`src/hw/gpio_port_pkg.sv`:
```
// Constants, reset values and carrier types for the eight-pin GPIO port
package gpio_port_pkg;

   // ----------------------------------------------------------------------
   // Geometry
   // ----------------------------------------------------------------------
   localparam int NPINS  = 8;
   localparam int NGRP   = 2;
   localparam int AW     = 12;

   // ----------------------------------------------------------------------
   // Register indices; byte address is four times the index
   // ----------------------------------------------------------------------
   localparam logic [9:0] IDX_DATA = 10'h000;
   localparam logic [9:0] IDX_DIR  = 10'h001;
   localparam logic [9:0] IDX_OPT  = 10'h002;
   localparam logic [9:0] IDX_SENS = 10'h003;
   localparam logic [9:0] IDX_PEND = 10'h004;
   localparam int         IDX_LSB  = 2;

   // ----------------------------------------------------------------------
   // Reset values and field positions
   // ----------------------------------------------------------------------
   localparam logic [7:0] RST_DATA = 8'h00;
   localparam logic [7:0] RST_DIR  = 8'h00;
   localparam logic [7:0] RST_OPT  = 8'h40;
   localparam logic [3:0] RST_SENS = 4'h0;
   localparam int         SENS_W   = 2;
   localparam int         SENS_LSB = 0;
   localparam int         PEND_LSB = 0;

   // Pins that feed each external interrupt group
   localparam logic [NGRP-1:0][7:0] GRP_MASK = {8'hF0, 8'h0F};

   // ----------------------------------------------------------------------
   // Interrupt sensitivity encodings
   // ----------------------------------------------------------------------
   localparam logic [1:0] SENS_FALL_LOW = 2'h0;
   localparam logic [1:0] SENS_RISE     = 2'h1;
   localparam logic [1:0] SENS_FALL     = 2'h2;
   localparam logic [1:0] SENS_BOTH     = 2'h3;

   // ----------------------------------------------------------------------
   // Carrier types
   // ----------------------------------------------------------------------
   typedef struct packed {
      logic [7:0] out;
      logic [7:0] oe;
      logic [7:0] pull;
   } pin_drive_t;

   typedef struct packed {
      logic [7:0] en;
      logic [7:0] val;
      logic [7:0] od;
   } alt_req_t;

   typedef struct packed {
      logic [7:0]                 data;
      logic [7:0]                 dir;
      logic [7:0]                 opt;
      logic [NGRP-1:0][1:0]       sens;
      logic [NGRP-1:0]            pend;
      logic [NGRP-1:0]            grp_prev;
      logic [7:0]                 sync1;
      logic [7:0]                 sync2;
      logic [31:0]                prdata;
      logic                       pslverr;
      pin_drive_t                 drv;
   } port_state_t;

   localparam port_state_t RST_STATE = '{
      data:     RST_DATA,
      dir:      RST_DIR,
      opt:      RST_OPT,
      sens:     RST_SENS,
      grp_prev: 2'h3,
      default:  '0
   };

endpackage

```
`src/hw/gpio_port.sv`:
```
// Eight-pin GPIO port with APB registers, external interrupt groups and alternate functions
`timescale 1ns/1ps

module gpio_port
   import gpio_port_pkg::*;
(
   // Clock, reset, enable
   input  wire logic             clk,
   input  wire logic             srst,
   input  wire logic             ce,
   // APB slave
   input  wire logic             psel,
   input  wire logic             penable,
   input  wire logic             pwrite,
   input  wire logic [AW-1:0]    paddr,
   input  wire logic [31:0]      pwdata,
   output logic      [31:0]      prdata,
   output logic                  pready,
   output logic                  pslverr,
   // Pins
   input  wire logic [7:0]       pin_in,
   output pin_drive_t            pin_drv,
   // Alternate functions
   input  wire alt_req_t         alt_req,
   output logic      [7:0]       alt_in,
   // External interrupt requests to the processor
   output logic      [NGRP-1:0]  irq_req,
   input  wire logic [NGRP-1:0]  irq_ack
);

   // ----------------------------------------------------------------------
   // Decode helpers
   // ----------------------------------------------------------------------

   // Register index is reused by the read mux, write mux and error check
   function automatic logic idx_mapped(input logic [9:0] idx);
      idx_mapped = (idx == IDX_DATA) || (idx == IDX_DIR) || (idx == IDX_OPT) ||
                   (idx == IDX_SENS) || (idx == IDX_PEND);
   endfunction

   // Group detector input: enabled pins ANDed, disabled ones read as one
   function automatic logic grp_in(input logic [7:0] en,
                                   input logic [7:0] mask,
                                   input logic [7:0] lvl);
      grp_in = &(~(en & mask) | lvl);
   endfunction

   // ----------------------------------------------------------------------
   // State and combinational terms
   // ----------------------------------------------------------------------
   port_state_t          st;
   port_state_t          nx;
   logic [9:0]           reg_idx;
   logic                 apb_setup;
   logic                 apb_wr;
   logic [7:0]           irq_en;
   logic [7:0]           rd_data;
   logic [NGRP-1:0]      gin;
   logic [NGRP-1:0]      set_ev;
   logic [NGRP-1:0]      sens_chg;

   // Bus phase decode
   assign reg_idx   = paddr[AW-1:IDX_LSB];
   assign apb_setup = psel & ~penable;
   assign apb_wr    = psel & penable & pwrite;

   // Input with interrupt: direction clear and option set
   assign irq_en    = ~st.dir & st.opt;

   // Data read: latch for outputs, peripheral output or pin level otherwise
   assign rd_data   = (st.dir & st.data) |
                      (~st.dir & alt_req.en & alt_req.val) |
                      (~st.dir & ~alt_req.en & st.sync2);

   // Per-group combine, edge detection and sensitivity change
   for (genvar g = 0; g < NGRP; g++) begin : g_grp
      logic rise;
      logic fall;
      assign gin[g] = grp_in(irq_en, GRP_MASK[g], st.sync2);
      assign rise   = gin[g] & ~st.grp_prev[g];
      assign fall   = ~gin[g] & st.grp_prev[g];
      always_comb begin
         case (st.sens[g])
            SENS_FALL_LOW: set_ev[g] = ~gin[g];
            SENS_RISE:     set_ev[g] = rise;
            SENS_FALL:     set_ev[g] = fall;
            SENS_BOTH:     set_ev[g] = rise | fall;
            default:       set_ev[g] = 1'b0;
         endcase
      end
      assign sens_chg[g] = apb_wr && (reg_idx == IDX_SENS) &&
                           (pwdata[SENS_LSB+SENS_W*g +: SENS_W] != st.sens[g]);
   end

   // ----------------------------------------------------------------------
   // Next-state logic
   // ----------------------------------------------------------------------
   always_comb begin
      nx = st;

      // Two flops on every pin; only the second stage is used downstream
      nx.sync1 = pin_in;
      nx.sync2 = st.sync1;

      // Register writes; the pending register is read-only
      if (apb_wr) begin
         case (reg_idx)
            IDX_DATA: nx.data = pwdata[7:0];
            IDX_DIR:  nx.dir  = pwdata[7:0];
            IDX_OPT:  nx.opt  = pwdata[7:0];
            IDX_SENS: nx.sens = pwdata[SENS_LSB +: SENS_W*NGRP];
            default:  nx.data = st.data;
         endcase
      end

      // Read data and error captured in setup, presented in access
      nx.pslverr = 1'b0;
      if (apb_setup) begin
         nx.pslverr = ~idx_mapped(reg_idx);
         case (reg_idx)
            IDX_DATA: nx.prdata = {24'h000000, rd_data};
            IDX_DIR:  nx.prdata = {24'h000000, st.dir};
            IDX_OPT:  nx.prdata = {24'h000000, st.opt};
            IDX_SENS: nx.prdata = {28'h0000000, st.sens};
            IDX_PEND: nx.prdata = {30'h00000000, st.pend};
            default:  nx.prdata = 32'h00000000;
         endcase
      end

      // Pending latches: a sensitivity change clears outright, otherwise
      // a new event beats a vector-fetch clear in the same cycle
      for (int g = 0; g < NGRP; g++) begin
         nx.grp_prev[g] = gin[g];
         if (sens_chg[g]) begin
            nx.pend[g] = 1'b0;
         end else if (set_ev[g]) begin
            nx.pend[g] = 1'b1;
         end else if (irq_ack[g]) begin
            nx.pend[g] = 1'b0;
         end
      end

      // Pin drivers per bit; peripheral output outranks the registers
      for (int i = 0; i < NPINS; i++) begin
         if (alt_req.en[i]) begin
            nx.drv.out[i]  = alt_req.od[i] ? 1'b0 : alt_req.val[i];
            nx.drv.oe[i]   = alt_req.od[i] ? ~alt_req.val[i] : 1'b1;
            nx.drv.pull[i] = 1'b0;
         end else if (st.dir[i]) begin
            nx.drv.out[i]  = st.opt[i] & st.data[i];
            nx.drv.oe[i]   = st.opt[i] | ~st.data[i];
            nx.drv.pull[i] = 1'b0;
         end else begin
            nx.drv.out[i]  = 1'b0;
            nx.drv.oe[i]   = 1'b0;
            nx.drv.pull[i] = st.opt[i];
         end
      end
   end

   // ----------------------------------------------------------------------
   // State register; enable low freezes everything except a synchronous reset
   // ----------------------------------------------------------------------
   always_ff @(posedge clk) begin
      if (srst) begin
         st <= RST_STATE;
      end else if (ce) begin
         st <= nx;
      end
   end

   // ----------------------------------------------------------------------
   // Outputs
   // ----------------------------------------------------------------------

   // Zero-wait slave; stalls only while the enable is low
   assign pready  = ce;
   assign prdata  = st.prdata;
   assign pslverr = st.pslverr;
   assign pin_drv = st.drv;
   // Peripherals see the synchronised pad level, for an output as well, never the latch itself
   assign alt_in  = st.sync2;
   assign irq_req = st.pend;

   for (genvar g = 0; g < NGRP; g++) begin : g_ast

   end
endmodule

```
`config.mk`:
```
export PLATFORM = sky130hd
export DESIGN_NAME = gpio_port
export DESIGN_NICKNAME = d
export VERILOG_FILES = /design/src/hw/gpio_port_pkg.sv /design/src/hw/gpio_port.sv
export SDC_FILE = /design/constraint.sdc
export NUM_CORES = 1
export LEC_CHECK = 0
export BUFFER_PORTS_ARGS = -buffer_cell sky130_fd_sc_hd__buf_2
export CAP_MARGIN = 20
export CELL_PAD_IN_SITES_DETAIL_PLACEMENT = 1
export CELL_PAD_IN_SITES_GLOBAL_PLACEMENT = 1
export CORE_MARGIN = 3
export CORE_UTILIZATION = 28
export CTS_BUF_LIST = sky130_fd_sc_hd__clkbuf_8
export CTS_CLUSTER_DIAMETER = 120
export CTS_CLUSTER_SIZE = 30
export DETAILED_ROUTE_END_ITERATION = 16
export MAX_ROUTING_LAYER = met4
export PLACE_DENSITY = 0.63
export RECOVER_POWER = 25
export SLEW_MARGIN = 25
export SYNTH_ARGS = -nofsm -noshare
export SYNTH_HDL_FRONTEND = slang
export SYNTH_SLANG_ARGS = --single-unit
export TNS_END_PERCENT = 10
```
`constraint.sdc`:
```
create_clock -name clk -period 2.2 [get_ports clk]
set_input_delay 0.11 -clock clk [delete_from_list [all_inputs] [get_ports clk]]
set_output_delay 0.11 -clock clk [all_outputs]
set_load 0.005 [all_outputs]
```
# Word-level counts from Yosys, hierarchy flattened
# Cells that the tools add are included.
# totals
register_bits,81
latchBits,0
ram_bits,0
romBits,0
in_bits,84
out_inout_bits,68
word_cells,183
memories,0
# classes
addsub,0
multipliers,0
n_div,0
magnitude_cmp,0
eq_ne,12
shift,0
n_mux,74
bitwise,61
n_reduce_logical,21
# ops
op,n
2-to-1 mux 1 bit,71
AND 8 bit,6
case mux 8 bit (5 select lines),1
OR 8 bit,4
NOT 8 bit,3
NOT 1 bit,22
== test 10 x 2 -> 1 bit (second input constant),2
AND reduction 8 bit,2
AND 1 bit,15
AND reduction 3 bit,4
== test 10 x 1 -> 1 bit (second input constant),1
== test 10 x 3 -> 1 bit (second input constant),1
zero test 10 bit,1
OR 1 bit,10
== test 2 bit (second input constant),4
NOT 4 -> 8 bit,1
case mux 1 bit (4 select lines),2
AND reduction 2 bit,3
nonzero test 3 bit,2
== test 2 x 1 -> 1 bit (second input constant),2
zero test 2 bit,2
logical OR 1 bit,4
inequality test 2 bit,2
logical AND 1 bit,3

# Logic depth before layout (Yosys ltp)
# Gate-level depths: netlist of run 1.
# depth
ltp_word,11
mapped_depth,8
mapped_depth_nobuf,8

# Worst setup path before layout of run 1
# Ideal clock, no wire load.
# synth_path
kind,register to register
startpoint,register st[92] (netlist bit)
endpoint,"register st, in the netlist irq_req[0]"
setup_time_ns,0.096
arrival_time_ns,1.885
slack_ns,0.219
path_stages_with_launch,9
cell_sequence,dfxtp_1 > or3b_2 > o2111ai_1 > inv_1 > ha_1 > nand2b_1 > a31oi_1 > a21oi_1 > nor4b_1
# synth_via
elab_chain_len,11
# synth_rtl
item,line,text
"start, declared",gpio_port.sv:51,port_state_t st;
"start signal, assigned",gpio_port.sv:168,st <= nx;
NOT 8 bit (*),gpio_port.sv:68,assign irq_en = ~st.dir & st.opt;
AND 8 bit (*),gpio_port.sv:68,
NOT 4 -> 8 bit (*),gpio_port.sv:45,grp_in = &(~(en & mask) | lvl);
OR 8 bit (*),gpio_port.sv:45,
AND reduction 8 bit (*),gpio_port.sv:45,
named net gin[0],gpio_port.sv:58,logic [NGRP-1:0] gin;
NOT 1 bit,"gpio_port.sv:81, gpio_port.sv:84",
AND 1 bit,gpio_port.sv:81,assign fall = ~gin[g] & st.grp_prev[g];
OR 1 bit,gpio_port.sv:87,SENS_BOTH: set_ev[g] = rise | fall;
case mux 1 bit (4 select lines) (*),gpio_port.sv:83,case (st.sens[g])
nonzero test 3 bit (no source line) / 2-to-1 mux 1 bit (equally long branches),-,
AND reduction 2 bit (no source line) / 2-to-1 mux 1 bit (equally long branches),-,
# The timed path passes the listed nets; every way through them passes the cells marked *.
# A chain may end at the register's enable or synchronous reset.

# Worst setup path after layout of run 1
# layout_path
startpoint,"register st, in the netlist alt_in[3]"
endpoint,"register st, in the netlist irq_req[0]"
# layout_via
elab_chain_len,8
# layout_rtl
item,line
OR 8 bit (*),gpio_port.sv:45
AND reduction 8 bit (*),gpio_port.sv:45
named net gin[0],gpio_port.sv:58
NOT 1 bit,"gpio_port.sv:81, gpio_port.sv:84"
AND 1 bit,gpio_port.sv:81
OR 1 bit,gpio_port.sv:87
case mux 1 bit (4 select lines) (*),gpio_port.sv:83
nonzero test 3 bit (no source line) / 2-to-1 mux 1 bit (equally long branches),-
AND reduction 2 bit (no source line) / 2-to-1 mux 1 bit (equally long branches),-
# Marks and branches as above.

==> summary.md, run 1 <==
| Metric | Value |
|---|---|
| Fin. max-slew vios | 0 |
| Worst Max-Slew Pin Slew | 1100 ps |
| Outcome | completed |
| Cells after synthesis | 497 |
| WL final | 12,900 µm |
| Drt first pass iters | 4 |
| CTS tree | done |
| Ys async rst share | 0% |
| Total grt overflow | 0 |
| Mapped Avg Cell Area | 8.86 µm² |
| Power Dens Cells | 562 mW/mm² |
| Crit path capture type | register |
| Req. time, crit path | 2470 ps |
| DR DRC count | 0 |
| Root buffer cell | clkbuf_8 |
| Rel. slew slack | 26.4% |
| Sw Ratio | 27.3% |
| Fin nets | 664 |
| Full die area | 0.0173 mm² |
| Yosys cell types | 50 |
| Multi-input logic area | 0.00224 mm² |
| Worst R2R End | irq_req[0] |
| Worst min-delay path class | in2reg |
| Setup WS pre-CTS | 62.5 ps |
| Worst Clk Skew | 10.6 ps |
| Number of synthesized register bits | 81 |
| Fmax achieved | 480 MHz |
| GP Congestion | 0.836 |
| Post-detail-place hpwl | 9800 µm |
| Worst Path Max Fanout | 4 |
| First-pass GRT wire length | 20,700 µm |
| Top cell type's share of synthesized area | 36.8% |
| Routed Antenna Nets | 0 |
| Synth top cells by count | dfxtp_1 (81), nor2_1 (80), buf_4 (67), mux2i_1 (53), a21oi_1 (21) |
| Gate power share | 12.5% |
| Worst Hold Launch | pwdata[7] |
| Largest net degree at the start of global routing | 48 |
| Crit path launch type | register |
| Initial antenna violation count | 1 |
| RSZ-0062 raised after global routing | no |
| Cell accounting for the most synthesized area | dfxtp_1 |
| Peak supply drop | 0.242 mV |
| Non-Filler Instances | 793 |
| Num CTS Buffers | 9 |
| Post-route total power | 2890 µW |
| Number of flops mapped to enable cells by yosys | 0 |
| FF+latch area | 0.00162 mm² |
| Initial DRC Count | 191 |
| Number of global-route vias before repair | 3,882 |
| FF-to-FF setup slack | 110 ps |
| Die X | 131 µm |
| Core Rows | 45 |
| Clock H-tree levels | 3 |
| Vias | 3,752 |
| Initial Util | 28.8% |
| Max clock buf depth | 2 |
| Sequential fraction of the synthesis area | 36.8% |
| Most used DFF post-synth | dfxtp_1 |
| Setup TNS | 0 ps |
| PnR worst setup slack | 115 ps |
| Layout cells sized above 1 | 28.1% |
| Hold path endpoint | st[96] |
| Reg2reg path depth | 8 |
| Flop pwr share | 53.0% |
| Period utilization | 94.8% |
| Synth warn | 0 |
| Cells after DPL | 764 |
| Final hold violation count | 0 |
| Hold Path Depth | 3 |
| Ports | 152 |
| Final setup viols | 0 |
| Total track usage | 15.4% |
| WP data arrival | 2350 ps |
| Crit Path Class | reg2reg |
| DIE HEIGHT | 131 µm |
| WL/cell | 16.3 µm |
| Most numerous cell in the Yosys netlist | dfxtp_1 |
| Period minus WS final | 2090 ps |
| Clock sinks | 81 |
| Max-Cap Viols | 0 |
| Post-synthesis cell area | 0.00440 mm² |
| Worst skew pair latency | 370 ps |
| Switching Power | 789 µW |
| Reg2reg start | alt_in[3] |
| Core ar. | 0.0153 mm² |
| Cell Int Power | 2100 µW |
| Via density | 4.73 |
| Clk pwr share | 34.5% |
| Fill cells | 1,846 |
| Clk slew on worst S/H paths | 80 ps |
| Area contributors post-synth | dfxtp_1 (37%), mux2i_1 (12%), buf_4 (11%) |
| Port Buffers | 101 |
| Layout area overhead | 16.6% |
| Static Leak | 0.00226 µW |
## worst max-delay path: stages, from the launching register on
cell and delay [ps]:
dfxtp_1 340, or3b_2 480, o2111ai_2 140, inv_1 90
ha_1 270, nand2b_1 140, a31oi_1 160, a21oi_1 80
nor4b_1 270
## cell usage in the layout (no fill, tap or decap), drive strengths merged, types with 3 or more instances in the layout
master	n
buf	118
dfxtp	81
nor2	80
mux2i	53
conb	24
a21oi	21
clkbuf	19
o21ai	18
nand2	17
nand2b	14
dlygate4sd3	11
or3b	10
a211oi	10
nand3	8
o221ai	8
a31o	8
inv	7
nor4b	7
nand3b	5
o2bb2ai	4
mux2	4
ha	4
clkinv	4
a211o	3
or4	3
a221oi	3
nor4	3
## layer usage
layer / vias to the layer above / routed length (µm) / GRT usage, %
li1: 1829 / - / -
met1: 1817 / 6250 / 20.0
met2: 89 / 5870 / 23.7
met3: 17 / 593 / 3.18
met4: 0 / 233 / 5.60
met5: - / 0 / -
## power by group through the flow
stage / clock network (µW) / registers [µW] / logic, µW
6_report: 995 / 1530 / 362
5_1_grt: 1100 / 1540 / 407
4_1_cts: 1060 / 1530 / 367
3_5_place_dp: 0 / 1560 / 350
3_3_place_gp: 0 / 1560 / 340
2_1_floorplan: 0 / 1560 / 253
## metrics by stage
stage / area [µm²] / hold slack, ps / utilization (%)
final: 5140 / 29.5 / 33.5
after global routing: 5140 / 25.6 / 33.5
after CTS: 5130 / 12.0 / 33.5
after detailed placement: 4840 / 357 / 31.6
after global placement: 4840 / 348 / 31.6
after floorplan: 4490 / 254 / -
## area by class of cell
class | instances | share of cell area (%)
tap | 211 | 5.14
timing repair buffer | 138 | 15.8
sequential | 81 | 31.6
clock inverter | 6 | 0.682
clock buffer | 10 | 2.68
multi-input combinational | 340 | 43.7
inverter | 6 | 0.438
antenna | 1 | 0.0487
## cell families (layout without fill, tap and decap cells)
group	after synthesis	count (layout)	synth area share [%]
adders and majority gates	4	4	1.14
and+or+nand+nor	158	158	19.1
other	1	25	0.0851
DFF	81	81	36.8
buffers and inverters	99	160	14.5
xor gates and xnor gates	4	4	0.796
muxes	57	57	13.1
AOI/OAI and AO/OA	93	93	14.5
## registers in the layout, summed over array words and instances (netlist names)
signal	flops
nx	8
pin_drv	24
pslverr	1
irq_req	2
alt_in	8
st	30
prdata	8
## worst max-delay path by stage
stage                     startpoint         end  slack, ps  cells after the start
after global routing          st[84]  irq_req[0]         10                      8
after global placement     alt_in[3]  irq_req[0]        100                      8
after floorplan               st[92]  irq_req[0]        220                      8
after CTS                  alt_in[3]  irq_req[0]         30                      8
final                      alt_in[3]  irq_req[0]        110                      8
after detailed placement   alt_in[3]  irq_req[0]         60                      8
## timing repair
action | 4_1_cts | 5_1_grt
setup buffers | 0 | 1
hold endpoints to repair | 12 | 0
hold buffers | 11 | 0
resized for setup | 0 | 2
setup endpoints to repair | 0 | 2
(Power assumes the default switching activity.)
==> inputs of run 2 (changes only) <==
--- a/config.mk
+++ b/config.mk
@@ -10,13 +10,14 @@
 export CELL_PAD_IN_SITES_DETAIL_PLACEMENT = 1
 export CELL_PAD_IN_SITES_GLOBAL_PLACEMENT = 1
 export CORE_MARGIN = 3
-export CORE_UTILIZATION = 28
+export CORE_UTILIZATION = 38
 export CTS_BUF_LIST = sky130_fd_sc_hd__clkbuf_8
 export CTS_CLUSTER_DIAMETER = 120
 export CTS_CLUSTER_SIZE = 30
 export DETAILED_ROUTE_END_ITERATION = 16
+export HOLD_SLACK_MARGIN = 0.12
 export MAX_ROUTING_LAYER = met4
-export PLACE_DENSITY = 0.63
+export PLACE_DENSITY = 0.82
 export RECOVER_POWER = 25
 export SLEW_MARGIN = 25
 export SYNTH_ARGS = -nofsm -noshare
==> run 2 against run 1 <==
Effect of this change: register-to-register slack improved by 30 ps; via count increased by 3.8%; flip-flop and latch count unchanged; clock skew increased by 2.6 ps; first-iteration DRC count decreased by 42%; clock power increased by 11%; global-route usage increased by 6.0 points; clock-buffer cell count unchanged.
==> summary.md, run 2 (synthesized netlist as in run 1, its figures left out) <==
| Metric | Value |
|---|---|
| Outcome | completed |
| Drt first pass iters | 4 |
| Initial Util | 39.8% |
| Commonest non-fill, non-tap cell in the layout | buf_2 |
| Met2 GRT Util | 34.7% |
| Port Buffers | 101 |
| Fmax achieved | 488 MHz |
| Core ar. | 0.0111 mm² |
| Worst Max-Slew Pin Slew | 822 ps |
| Setup TNS | 0 ps |
| Post-route total power | 3030 µW |
| Req. time, crit path | 2510 ps |
| WL final | 13,400 µm |
| Initial DRC Count | 110 |
| Area post-placement | 0.00475 mm² |
| Cell area after layout | 0.00524 mm² |
| Ports | 152 |
| Crit Path Class | reg2reg |
| Final setup viols | 0 |
| Worst Path Max Fanout | 7 |
| DR DRC count | 0 |
| Max clock buf depth | 2 |
| Layout area overhead | 19.0% |
| Layout cells sized above 1 | 25.9% |
| Max incr delay on CP | 480 ps |
| Fin. max-slew vios | 0 |
| First-pass GRT wire length | 21,200 µm |
| Crit path launch type | register |
| WL/cell | 18.2 µm |
| Most frequent cells in the layout | buf_2 (83), nor2_1 (80), dfxtp_1 (79) |
| FF-to-FF setup slack | 150 ps |
| Peak supply drop | 0.240 mV |
| Fin nets | 682 |
| Core Rows | 38 |
| Slowest CP cell | or3b_2 |
| Die X | 114 µm |
| Rel. slew slack | 45.2% |
| Crit path capture type | register |
| Largest register FFs | 30 |
| Clock sinks | 81 |
| Vias | 3,894 |
| Met3 Use GR | 3.98% |
| Non-Filler Instances | 739 |
| N_diodes | 0 |
| Root buffer cell | clkbuf_8 |
| Final hold violation count | 0 |
| Initial antenna violation count | 0 |
| Worst Clk Skew | 13.2 ps |
| Routed Antenna Nets | 0 |
| Via density | 5.27 |
| Post-layout util | 47.3% |
| Worst min-delay path class | in2reg |
| CTS tree | done |
| Clock H-tree levels | 3 |
| Total track usage | 21.4% |
| Clk slew on worst S/H paths | 80 ps |
| Post-detail-place hpwl | 9590 µm |
| Crit-path cells | or3b_2 > o2111ai_1 > inv_1 > ha_1 > nand2_1 > o21ai_0 > a221oi_2 > o21a_1 |
| Static Leak | 0.00230 µW |
| Largest net degree at the start of global routing | 41 |
| DIE HEIGHT | 114 µm |
| Cells after DPL | 692 |
| Largest Register | st |
| Max-Cap Viols | 0 |
| Fill cells | 1,349 |
| Worst skew pair latency | 370 ps |
| Met1 Use GR | 26.0% |
| Period utilization | 93.2% |
| Power Dens Cells | 578 mW/mm² |
| Grt peak-use layer | met2 |
| Num CTS Buffers | 9 |
| Total grt overflow | 0 |
| WP data arrival | 2360 ps |
| Period minus WS final | 2050 ps |
| GP Congestion | 0.838 |
| Number of global-route vias before repair | 4,053 |
| Full die area | 0.0129 mm² |
run 2: changes by cell type in the layout (fill, tap and decap cells not counted), moves of 2 or more:
cell and change:
dfxtp_2 +2, dlygate4sd3_1 +20, clkbuf_1 +10, buf_2 -10
dfxtp_1 -2
run 2: layer usage:
metal  share of wire (%)  up-vias
met4                 2.6        0
met1                  44     1886
met3                 5.4       29
met5                   0        -
li1                    -     1859
met2                  48      120
run 2: timing repair:
item | CTS | global route
endpoints found under the hold margin | 46 | 0
gates resized for setup | 0 | 7
setup buffers | 0 | 0
endpoints found under the setup margin | 0 | 2
hold buffers | 31 | 0
run 2: worst max-delay path: cells and delay by family (launching register included):
kind	cells	cell delay, ps
flops	1	380
buf+inv	1	140
compound gates	4	630
simple gates	2	540
fa+ha+maj	1	300
run 2: layout make-up:
class	instances	area, µm²	area share, %
Inverter	6	22.5	0.430
Timing Repair Buffer	156	971	18.5
Sequential cell	81	1620	31.0
Clock inverter	6	58.8	1.12
Tap cell	140	175	3.34
Multi-Input combinational cell	340	2250	43.0
Clock buffer	10	138	2.63
run 2: path summary, 6_finish.rpt:
check                   start     endpoint  cells after the start
setup / recovery       st[94]   irq_req[1]                      8
hold / removal    alt_req[10]  pin_drv[10]                      3
setup reg to reg       st[94]   irq_req[1]                      8
hold reg to reg     prdata[6]    prdata[6]                      1
run 2: through the flow:
stage,worst slack (ps),hold WS (ps)
2_1_floorplan,219,254
3_3_place_gp,164,345
3_5_place_dp,70.8,362
4_1_cts,43.5,124
5_1_grt,-0.817,149
6_report,150,136
run 2: power by group:
group	internal, µW	leakage, µW	switching [µW]
Sequential	1510	0.000661	24.7
Clock	547	0.0000995	556
Combinational	178	0.00154	217
Total	2230	0.00230	797
==> inputs of run 3 (changes only) <==
--- a/config.mk
+++ b/config.mk
@@ -11,7 +11,7 @@
 export CELL_PAD_IN_SITES_GLOBAL_PLACEMENT = 1
 export CORE_MARGIN = 3
 export CORE_UTILIZATION = 38
-export CTS_BUF_LIST = sky130_fd_sc_hd__clkbuf_8
+export CTS_BUF_LIST = sky130_fd_sc_hd__clkbuf_2
 export CTS_CLUSTER_DIAMETER = 120
 export CTS_CLUSTER_SIZE = 30
 export DETAILED_ROUTE_END_ITERATION = 16
==> run 3 against run 2 <==
Effect of this change: routed wire length up 8.0%; clock skew grew 13 ps; utilization up 2.9 points; worst hold slack better by 30 ps; fmax is 3.7% lower; sequential share of layout area shrank 1.7 points; via count up 6.2%; global-route usage rose by 1.3 points; sequential power about the same; total power fell by 7.9%; critical path depth is the same; critical path type unchanged; critical endpoint unchanged; largest cell class unchanged.
==> summary.md, run 3 (synthesized netlist as in run 1, its figures left out) <==
| Metric | Value |
|---|---|
| Crit path capture type | register |
| Power Dens Cells | 502 mW/mm² |
| Drt first pass iters | 4 |
| Largest Register | st |
| Worst Max-Slew Pin Slew | 856 ps |
| WP data arrival | 2620 ps |
| Clock H-tree levels | 3 |
| Commonest non-fill, non-tap cell in the layout | nor2_1 |
| CTS tree | done |
| Clk slew on worst S/H paths | 230 ps |
| Period utilization | 96.8% |
| Final hold violation count | 0 |
| Post-route total power | 2790 µW |
| Clock sinks | 81 |
| First-pass GRT wire length | 22,400 µm |
| Worst Clk Skew | 26.0 ps |
| Most frequent cells in the layout | nor2_1 (80), dfxtp_1 (78), buf_2 (77) |
| Largest net degree at the start of global routing | 41 |
| Worst skew pair latency | 550 ps |
| Initial DRC Count | 184 |
| Static Leak | 0.00242 µW |
| Ports | 152 |
| Total grt overflow | 0 |
| Max-Cap Viols | 0 |
| Routed Antenna Nets | 0 |
| Fin nets | 722 |
| Max clock buf depth | 2 |
| Worst min-delay path class | in2reg |
| Layout cells sized above 1 | 23.9% |
| Core Rows | 38 |
| Fin. max-slew vios | 0 |
| Slowest CP cell | or3b_2 |
| Setup TNS | 0 ps |
| GP Congestion | 0.838 |
| Core ar. | 0.0111 mm² |
| WL/cell | 18.6 µm |
| Fmax achieved | 470 MHz |
| Initial Util | 39.8% |
| DIE HEIGHT | 114 µm |
| Total track usage | 22.7% |
| Vias | 4,134 |
| Outcome | completed |
| Peak supply drop | 0.233 mV |
| Root buffer cell | clkbuf_2 |
| Rel. slew slack | 42.9% |
| Die X | 114 µm |
| Number of global-route vias before repair | 4,302 |
| Layout area overhead | 26.2% |
| # Post-CTS Setup Buffers | 0 |
| Period minus WS final | 2130 ps |
| Full die area | 0.0129 mm² |
| Crit Path Class | reg2reg |
| Worst Path Max Fanout | 7 |
| Req. time, crit path | 2690 ps |
| Post-detail-place hpwl | 9590 µm |
| Non-Filler Instances | 780 |
| DR DRC count | 0 |
| Max incr delay on CP | 480 ps |
| Port Buffers | 101 |
| WL final | 14,500 µm |
| Final setup viols | 0 |
| Crit path launch type | register |
| Crit-path cells | or3b_2 > o2111ai_1 > inv_1 > ha_1 > nand2_1 > o21ai_0 > a221oi_1 > o21a_1 |
| Via density | 5.30 |
| Cells after DPL | 692 |
| Num CTS Buffers | 9 |
| Post-layout util | 50.2% |
| Largest register FFs | 30 |
| Initial antenna violation count | 1 |
run 3: worst max-delay path: cells and delay by family (launching register included):
kind,cells,cell delay (ps)
simple gates,2,540
fa+ha+maj,1,300
buf+inv,1,140
flops,1,430
compound gates,4,650
run 3: what timing repair did:
| action | in CTS | in global routing |
|---|---|---|
| endpoints found under the setup margin | 0 | 3 |
| resized for setup | 0 | 11 |
| hold buffers | 71 | 0 |
| endpoints found under the hold margin | 73 | 0 |
run 3: worst paths after layout:
| path | startpoint | to | slack (ps) | cells past startpoint |
|---|---|---|---|---|
| worst max-delay path | st[94] | irq_req[1] | 70 | 8 |
| worst min-delay path | alt_req[11] | prdata[3] | 170 | 5 |
| worst max register to register | st[94] | irq_req[1] | 70 | 8 |
| worst min register to register | prdata[6] | prdata[6] | 500 | 1 |
run 3: where the power goes:
| part | switching, µW | internal (µW) | total (µW) |
|---|---|---|---|
| Combinational | 230 | 227 | 457 |
| Clock | 537 | 258 | 795 |
| Sequential | 26.7 | 1510 | 1540 |
run 3: through the flow:
step	setup WS, ps	hold slack (ps)	instance area [µm²]
3_5_place_dp	70.8	362	4750
4_1_cts	20.1	130	5570
6_report	70.9	166	5560
5_1_grt	-15.5	191	5560
2_1_floorplan	219	254	4490
3_3_place_gp	164	345	4750
run 3: final cells by class:
type	instances	area [µm²]
Clock buffer	10	50.0
Sequential cell	81	1630
Clock inverter	6	58.8
Inverter	6	22.5
Tap cell	140	175
Multi-Input combinational cell	340	2250
Timing Repair Buffer	196	1370
Fill cell	1333	5520
Antenna cell	1	2.50
run 3: metal layers:
layer	share of wire, %	vias up	global-route usage, %	wire length [µm]
met5	0	-	-	0
met4	3.0	0	9.78	441
met3	5.0	35	3.02	729
met2	50	135	38.4	7190
met1	42	2020	27.1	6140
li1	-	1944	-	-
